--- src/logic/svtd_pkg.sv ---
// package: register map, field positions, reset values, timing constants
package svtd_pkg;
	localparam logic [7:0] CTRL_OFFSET = 8'h00;
	localparam logic [7:0] FLAG_OFFSET = 8'h01;
	localparam int DIR_BIT = 7;
	localparam int STABLE_BIT = 5;
	localparam int ENABLE_BIT = 4;
	localparam int LEVEL_LSB = 0;
	localparam int LEVEL_W = 4;
	localparam int CROSS_FLAG_BIT = 2;
	localparam logic [3:0] LEVEL_RESERVED = 4'hf;
	localparam logic [7:0] CTRL_RESET = 8'h05;
	localparam logic [7:0] FLAG_RESET = 8'h00;
	localparam int SETTLE_TIME_NS = 20000;
	localparam int CLK_PERIOD_NS = 20;
	localparam int SETTLE_CYCLES =
		(SETTLE_TIME_NS + CLK_PERIOD_NS - 1) / CLK_PERIOD_NS;
	typedef enum logic [1:0] {
		SVTD_OFF = 2'b00,
		SVTD_SETTLE = 2'b01,
		SVTD_STABLE = 2'b10
	} svtd_state_t;
endpackage

--- src/logic/svtd_settle_if.sv ---
// interface: enable request and settled indication between top and timer
`timescale 1ns/1ps
interface svtd_settle_if;
	logic enable;
	logic stable;
	modport top (output enable, input stable);
	modport timer (input enable, output stable);
endinterface

--- src/logic/svtd_top.sv ---
// supply voltage threshold detector: control register, flag, settle gating
//
// Contract
// - enable bit switches detector on and off
// - each enable waits out a settling interval
// - bit 5 read-only stable flag, set when settled
// - crossings ignored until stable flag is set
// - direction 0 flags supply at or below
// - direction 1 flags supply at or above
// - bits 3-0 pick threshold, 1111 reserved
// - crossing in chosen direction sets event flag
// - event flag sits at flag register bit 2
// - reset returns control register, detector off
`timescale 1ns/1ps
module svtd_top import svtd_pkg::*; #(
	parameter int SETTLE = SETTLE_CYCLES
) (
	input wire logic core_clk,
	input wire logic rst_n,
	input wire logic [7:0] regAddr,
	input wire logic [7:0] regWdata,
	input wire logic regWrite,
	input wire logic regRead,
	output logic [7:0] regRdata,
	input wire logic supplyBelow,
	input wire logic supplyAbove,
	output logic detectorPowerEnable,
	output logic [3:0] thresholdLevelField,
	output logic externalTripSelect,
	output logic thresholdCrossEventFlag
);
	initial begin
		if (SETTLE < 1) begin
			$error("settle count must be at least one");
		end
	end

	svtd_settle_if settle ();

	logic dir_q;
	logic en_q;
	logic [3:0] level_q;
	logic flag_q;
	logic [7:0] rdata_q;
	logic stable;
	logic hit;
	logic wrCtrl;
	logic wrFlag;
	logic [7:0] ctrlView;

	////////////////////////////////////////////////////////////////////////
	svtd_settle_timer #(
		.SETTLE(SETTLE)
	) u_timer (
		.core_clk(core_clk),
		.rst_n(rst_n),
		.settle(settle)
	);

	assign settle.enable = en_q;
	assign stable = settle.stable;
	assign wrCtrl = regWrite && (regAddr == CTRL_OFFSET);
	assign wrFlag = regWrite && (regAddr == FLAG_OFFSET);

	////////////////////////////////////////////////////////////////////////
	// control register
	always_ff @(posedge core_clk) begin
		if (!rst_n) begin
			dir_q <= CTRL_RESET[DIR_BIT];
			en_q <= CTRL_RESET[ENABLE_BIT];
			level_q <= CTRL_RESET[LEVEL_LSB +: LEVEL_W];
		end else if (wrCtrl) begin
			dir_q <= regWdata[DIR_BIT];
			en_q <= regWdata[ENABLE_BIT];
			level_q <= regWdata[LEVEL_LSB +: LEVEL_W];
		end
	end

	////////////////////////////////////////////////////////////////////////
	// crossing detection, gated by the stable flag
	always_comb begin
		if (dir_q) begin
			hit = supplyAbove;
		end else begin
			hit = supplyBelow;
		end
		hit = hit && en_q && stable;
	end

	// set wins over a software clear in the same cycle
	always_ff @(posedge core_clk) begin
		if (!rst_n) begin
			flag_q <= 1'b0;
		end else if (hit) begin
			flag_q <= 1'b1;
		end else if (wrFlag) begin
			flag_q <= regWdata[CROSS_FLAG_BIT];
		end
	end

	////////////////////////////////////////////////////////////////////////
	// read port, data one cycle after the strobe
	always_comb begin
		ctrlView = 8'h00;
		ctrlView[DIR_BIT] = dir_q;
		ctrlView[STABLE_BIT] = stable;
		ctrlView[ENABLE_BIT] = en_q;
		ctrlView[LEVEL_LSB +: LEVEL_W] = level_q;
	end

	always_ff @(posedge core_clk) begin
		if (!rst_n) begin
			rdata_q <= 8'h00;
		end else if (regRead) begin
			case (regAddr)
				CTRL_OFFSET: begin
					rdata_q <= ctrlView;
				end
				FLAG_OFFSET: begin
					rdata_q <= 8'h00;
					rdata_q[CROSS_FLAG_BIT] <= flag_q;
				end
				default: begin
					rdata_q <= 8'h00;
				end
			endcase
		end else begin
			rdata_q <= 8'h00;
		end
	end

	////////////////////////////////////////////////////////////////////////
	// registered outputs to the analog side
	always_ff @(posedge core_clk) begin
		if (!rst_n) begin
			detectorPowerEnable <= 1'b0;
			thresholdLevelField <= CTRL_RESET[LEVEL_LSB +: LEVEL_W];
			externalTripSelect <= 1'b0;
		end else begin
			detectorPowerEnable <= en_q;
			thresholdLevelField <= level_q;
			externalTripSelect <= (level_q == LEVEL_RESERVED);
		end
	end

	assign regRdata = rdata_q;
	assign thresholdCrossEventFlag = flag_q;
endmodule

--- src/logic/svtd_settle_timer.sv ---
// settling timer: counts the stabilisation interval after each enable
`timescale 1ns/1ps
module svtd_settle_timer import svtd_pkg::*; #(
	parameter int SETTLE = SETTLE_CYCLES
) (
	input wire logic core_clk,
	input wire logic rst_n,
	svtd_settle_if.timer settle
);
	initial begin
		if (SETTLE < 1) begin
			$error("settle count must be at least one");
		end
	end

	localparam int CW = $clog2(SETTLE + 1);
	localparam logic [CW-1:0] LAST = CW'(SETTLE - 1);

	svtd_state_t state_q;
	logic [CW-1:0] count_q;

	////////////////////////////////////////////////////////////////////////
	always_ff @(posedge core_clk) begin
		if (!rst_n) begin
			state_q <= SVTD_OFF;
			count_q <= '0;
		end else if (!settle.enable) begin
			state_q <= SVTD_OFF;
			count_q <= '0;
		end else begin
			case (state_q)
				SVTD_OFF: begin
					state_q <= SVTD_SETTLE;
					count_q <= '0;
				end
				SVTD_SETTLE: begin
					if (count_q == LAST) begin
						state_q <= SVTD_STABLE;
					end else begin
						count_q <= count_q + 1'b1;
					end
				end
				SVTD_STABLE: begin
					state_q <= SVTD_STABLE;
				end
				default: begin
					state_q <= SVTD_OFF;
				end
			endcase
		end
	end

	assign settle.stable = (state_q == SVTD_STABLE);
endmodule

--- config.mk ---
export PLATFORM = sky130hd
export DESIGN_NAME = svtd_top
export DESIGN_NICKNAME = d
export VERILOG_FILES = /design/src/logic/svtd_pkg.sv /design/src/logic/svtd_settle_if.sv /design/src/logic/svtd_top.sv /design/src/logic/svtd_settle_timer.sv
export SDC_FILE = /design/constraint.sdc
export NUM_CORES = 1
export LEC_CHECK = 0
export ABC_AREA = 1
export BUFFER_PORTS_ARGS = -buffer_cell sky130_fd_sc_hd__buf_4
export CAP_MARGIN = 15
export CORE_ASPECT_RATIO = 1.1
export CORE_MARGIN = 2
export CORE_UTILIZATION = 43
export DETAILED_ROUTE_END_ITERATION = 6
export PLACE_DENSITY = 0.69
export SYNTH_ARGS = -nofsm -noshare
export SYNTH_HDL_FRONTEND = slang
export SYNTH_SLANG_ARGS = --single-unit
--- constraint.sdc ---
create_clock -name core_clk -period 2.3 [get_ports core_clk]
set_input_delay 0.46 -clock core_clk [delete_from_list [all_inputs] [get_ports core_clk]]
set_output_delay 0.46 -clock core_clk [all_outputs]
set_load 0.03 [all_outputs]
Word-level counts from Yosys, hierarchy flattened
Cells that the tools add are included.
- multipliers: 0
- bitwise logic cells: 0
- multiplexer cells: 8
- $lt $le $gt $ge: 0
- shift operators: 0
- $add $sub $neg: 1
- equal/unequal tests: 7
- div/mod/pow operators: 0
- reduce and logical (&&, ||, !) cells: 11
- operator list (operator ; count):
    10-bit one-hot mux with 2 select lines ; 1
    8-bit one-hot mux with 2 select lines ; 1
    10-bit by 1-bit adder with 10-bit output, second input constant ; 1
    10-bit == test, second input constant ; 1
    10-bit 2-to-1 mux ; 1
    8-bit by 1-bit == test with 1-bit output, second input constant ; 1
    8-bit zero test ; 1
    2-bit one-hot mux with 3 select lines ; 1
    2-bit AND reduction ; 3
    4-bit == test, second input constant ; 1
    1-bit logical AND ; 4
    2-bit nonzero test ; 2
    1-bit 2-to-1 mux ; 3
    2-bit by 1-bit == test with 1-bit output, second input constant ; 1
    2-bit == test, second input constant ; 1
    2-bit zero test ; 1
    2-bit 2-to-1 mux ; 1
    2-bit by 1-bit != test with 1-bit output, second input constant ; 1
    2-bit != test, second input constant ; 1
- flip-flop bits (word level): 33
- memory bits (read-only): 0
- memory bits (writable): 0
- memories kept: 0
- bits in latches: 0

Logic depth before layout (Yosys ltp)
- depth in word-level cells: 4
- depth in mapped cells: 9

Hierarchy
Synthesis repeated with hierarchy kept, for this count alone.
- cells, all modules: 195
- area, all modules: 1452.6 um2
- by module, submodules not included (module ; area each (um2) ; times used ; cells an instance ; seq. area each (um2)):
    svtd_top ; 788.3 ; 1 ; 96 ; 400.4
    svtd_settle_timer ; 664.4 ; 1 ; 99 ; 240.2

Worst setup path after synthesis
Ideal clock, no wire load.
- kind: in2reg
- from: in regAddr[7]
- to: reg dir_q
- slack: 1.018 ns
- stages: 7
- required time: 2.235 ns
- arrival time: 1.217 ns
- setup time: 0.065 ns
- cells stage by stage: nor2_1 -> nand2_1 -> nor3_2 -> nand2_1 -> inv_1 -> nor2_1 -> nor2_1
- word-level cells in the longest chain between the ends: 2
- ends and longest elaborated chain (element ; RTL line ; text):
    start: declaration ; svtd_top.sv:20 ; input wire logic [7:0] regAddr,
    8-bit zero test ; svtd_top.sv:62 ; assign wrCtrl = regWrite && (regAddr == CTRL_OFFSET);
    1-bit logical AND ; svtd_top.sv:62 ;
    end signal: assignment ; svtd_top.sv:69 ; dir_q <= CTRL_RESET[DIR_BIT];
    end signal: assignment ; svtd_top.sv:73 ; dir_q <= regWdata[DIR_BIT];
    end: declaration ; svtd_top.sv:40 ; logic dir_q;
No other way between the ends.
A chain may end at the register's enable or synchronous reset.

Worst setup path in the final report
- from: reg u_timer.state_q[1]
- to: reg u_timer.count_q[6]
- word-level cells in the longest chain between the ends: 3
- elaborated cells on any way between the ends: 6
- ends and longest elaborated chain (element ; RTL line ; text):
    start: declaration ; svtd_settle_timer.sv:19 ; svtd_state_t state_q;
    start signal: assignment ; svtd_settle_timer.sv:25 ; state_q <= SVTD_OFF;
    start signal: assignment ; svtd_settle_timer.sv:28 ; state_q <= SVTD_OFF;
    start signal: assignment ; svtd_settle_timer.sv:33 ; state_q <= SVTD_SETTLE;
    2-bit by 1-bit == test with 1-bit output or 2-bit zero test (tied branches) ; svtd_settle_timer.sv:31 ; case (state_q)
    2-bit != test (no line) or 2-bit nonzero test (tied branches) ; -- ;
    2-bit AND reduction (no line) ; -- ;
    end signal: assignment ; svtd_settle_timer.sv:40 ; count_q <= count_q + 1'b1;
    end: declaration ; svtd_settle_timer.sv:20 ; logic [CW-1:0] count_q;
Parallel ways exist; a longest one is shown, timed or not.

==> metrics.cfg <==
[hold_path]
hold_depth=3
hp-class=in2reg

[timing]
grt_setup_unrepaired=no
setup_violations=0
final-max-slew-violation-count=0
hold_violations=0
fmax_mhz=673
timing.final.crit_period_ns=1.49
holdWs_ns=0.339
period_share_pct=64.6
clock_skew_ns=0.00712
totalNegativeSetupSlack_ns=0

[outcome]
status=completed

[synthesis]
synth_cells=195
synth_nets=221
synth_enable_flop_cells=0
synthFlopType=dfxtp_1
synthTopCellsByArea=dfxtp_1, nand2_1, inv_1
top_area_cell_type_share_of_the_netlist_area_pct=44.7
synth_seq_cells=32
mappedNetlistArea_um2=1430
synth.yosys.warnings=0
post-synth-top-count-cell=nand2_1
synth.avg_cell_area_um2=7.35
synthTopCellsByCount=nand2_1, dfxtp_1, inv_1
yosysUniqueCellTypes=28
async_flop_share_pct=0
yosysSeqAreaShare_pct=44.7
post-synth-top-area-cell=dfxtp_1

[placed_design]
final_weighted_congestion_of_routability_driven_global_placement=0.806
postPlaceCellArea_um2=1700
post-dp-hpwl_mm=2.12
placement.io_buffers=33

[finish]
area_of_the_multi_input_gates_um2=666
syn_to_final_growth_pct=25.2
final_cell_area_um2=1800
post_route_cells_drive_above_1_share_pct=20.6
sequential_cell_area_um2=641
n_antenna_cell=0
filler_cell_count=317
nNetsFinal=258

[critical_path]
cp_data_arrival_time_ns=1.69
worst-endpoint-required_ns=2.51
worst_r2r_path_depth=7
end_kind=register
critPathKind=reg2reg
critical_path.startpoint_type=register
critPathMaxFanout=9
r2r_slack_ns=0.81

[power_and_ir_drop]
power_per_cell_area_nw_per_um2=598
power_switching_share_pct=19.2
reported_net_switching_power_uw=207
share_seq_of_total_power_pct=51.6
intPower_uw=867
comb_power_share_pct=4.0
power_leakage_nw=0.795
power_frac_clock_pct=44.3
irDropWorstVdd_mv=0.401

[drt]
route.detailed.drc=0
detailroute.via_count=1288
dr_vias_cell=4.79
drt_first_pass_iters=5
route.detailed.wl_per_inst_um=10.3
route.antenna.remaining_nets=0
wl_mm=2.76
drt-initial-drc-count=45

[clocking]
number_of_clock_sinks=32
cts_root_buf=clkbuf_4
clk_lat_worst_skew_ns=0.32
ctsHtreeMaxLevel=2
cts_repair_resize_count=0
cts-root-to-sink-buffers=2
clock_tree_from_tritoncts=built
clock_pin_slew_on_the_worst_setup_and_hold_paths_ns=0.10
postCtsSetupBuffers=0
hold_fix_buffers_at_cts=0
cts-buffers-inserted=5

[die]
die_width_um=59.1
die-area_um2=3810
initial_core_util_pct=43.8
chipHeight_um=64.6
row_count=22
core_area_um2=3280
ioPinCount=37

[grt]
grt_pass1_wl_mm=4.89
pin_count_of_the_biggest_net_entering_global_routing=15
globalRoute.totalOverflow=0
grt_util_all_layers_pct=16.9
vias_in_the_first_global_route=1211
initial_antenna_violation_count=0

[job]
max-cap-violations=0

-- registers in the layout (all words and copies together), names as in the netlist --
name	count
thresholdCrossEventFlag	1
dir_q	1
level_q	4
externalTripSelect	1
detectorPowerEnable	1
u_timer.state_q	2
regRdata	7
en_q	1
u_timer.count_q	10
thresholdLevelField	4
-- cell families (layout without fill, tap and decap cells) --
| kind of cell | after synthesis | in the layout | synth area share [%] |
|---|---|---|---|
| and+or+nand+nor | 105 | 105 | 33.8 |
| xor gates and xnor gates | 2 | 2 | 1.22 |
| adders and majority gates | 4 | 4 | 3.49 |
| buffers and inverters | 30 | 68 | 8.90 |
| AOI/OAI and AO/OA | 21 | 21 | 7.68 |
| DFF | 32 | 32 | 44.7 |
| other | 1 | 1 | 0.262 |
-- through the flow --
stage | cells | total power, mW | util (%) | setup slack [ns]
after CTS | 269 | 1.09 | 54.8 | 0.828
after floorplan | 195 | 0.584 | - | 1.02
after detailed placement | 261 | 0.611 | 51.9 | 0.739
after global routing | 269 | 1.12 | 54.8 | 0.691
final | 269 | 1.07 | 54.8 | 0.813
after global placement | 261 | 0.611 | 51.9 | 0.728
-- cell usage in the layout, fill, tap and decap left out --
cell type	synthesis	final
a21boi_0	1	1
a21oi_1	11	11
buf_4	1	33
bufinv_16	0	1
clkbuf_4	0	5
clkbuf_8	0	2
conb_1	1	1
dfxtp_1	32	32
ha_1	4	4
inv_1	27	27
nand2_1	47	47
nand2_2	2	2
nand2_4	1	1
nand3_1	16	16
nand3_4	1	1
nand3b_1	1	1
nand4_1	2	2
nor2_1	24	24
nor2_2	1	1
nor2_4	1	1
nor3_1	4	4
nor3_2	1	1
nor3b_1	3	3
nor4_1	1	1
o211ai_1	1	1
o21ai_0	7	7
o21ai_1	1	1
xnor2_1	1	1
xor2_1	1	1
-- power by group through the flow --
stage,combinational [mW],clock [mW],sequential (mW)
after global routing,0.0495,0.519,0.555
after CTS,0.0440,0.492,0.554
after detailed placement,0.0440,0,0.567
final,0.0434,0.476,0.554
after floorplan,0.0167,0,0.567
after global placement,0.0435,0,0.567
-- path summary, 6_finish.rpt --
| path | from | endpoint |
|---|---|---|
| hold reg to reg | level_q[1]$_SDFFE_PN0P_ | thresholdLevelField[1]$_SDFF_PN0_ |
| setup / recovery | u_timer.state_q[1]$_SDFFE_PN0P_ | u_timer.count_q[6]$_SDFFE_PN0P_ |
| hold / removal | regWdata[0] | level_q[0]$_SDFFE_PN1P_ |
| setup reg to reg | u_timer.state_q[1]$_SDFFE_PN0P_ | u_timer.count_q[6]$_SDFFE_PN0P_ |
-- critical path: stages, from the launching register on --
cell and delay (ns):
dfxtp_1 0.33, inv_1 0.08, ha_1 0.32, inv_1 0.13
nand2_2 0.18, nand2_1 0.17, nand2_1 0.11, a21oi_1 0.06
-- layer usage --
metal	track usage, %	share of wire [%]	up-vias
met5	0	0	-
met4	5.97	1.2	0
met1	18.4	44	569
met2	29.4	50	25
met3	5.99	4.3	4
li1	-	-	690
-- cell type report --
cell class,count,share of cell area (%)
Clock buffer,7,3.62
Clock inverter,1,1.67
Inverter,27,5.64
Multi-Input combinational cell,133,37.1
Sequential cell,32,35.7
Tap cell,36,2.51
Timing Repair Buffer,33,13.8
Power figures use the tool's default switching activity.
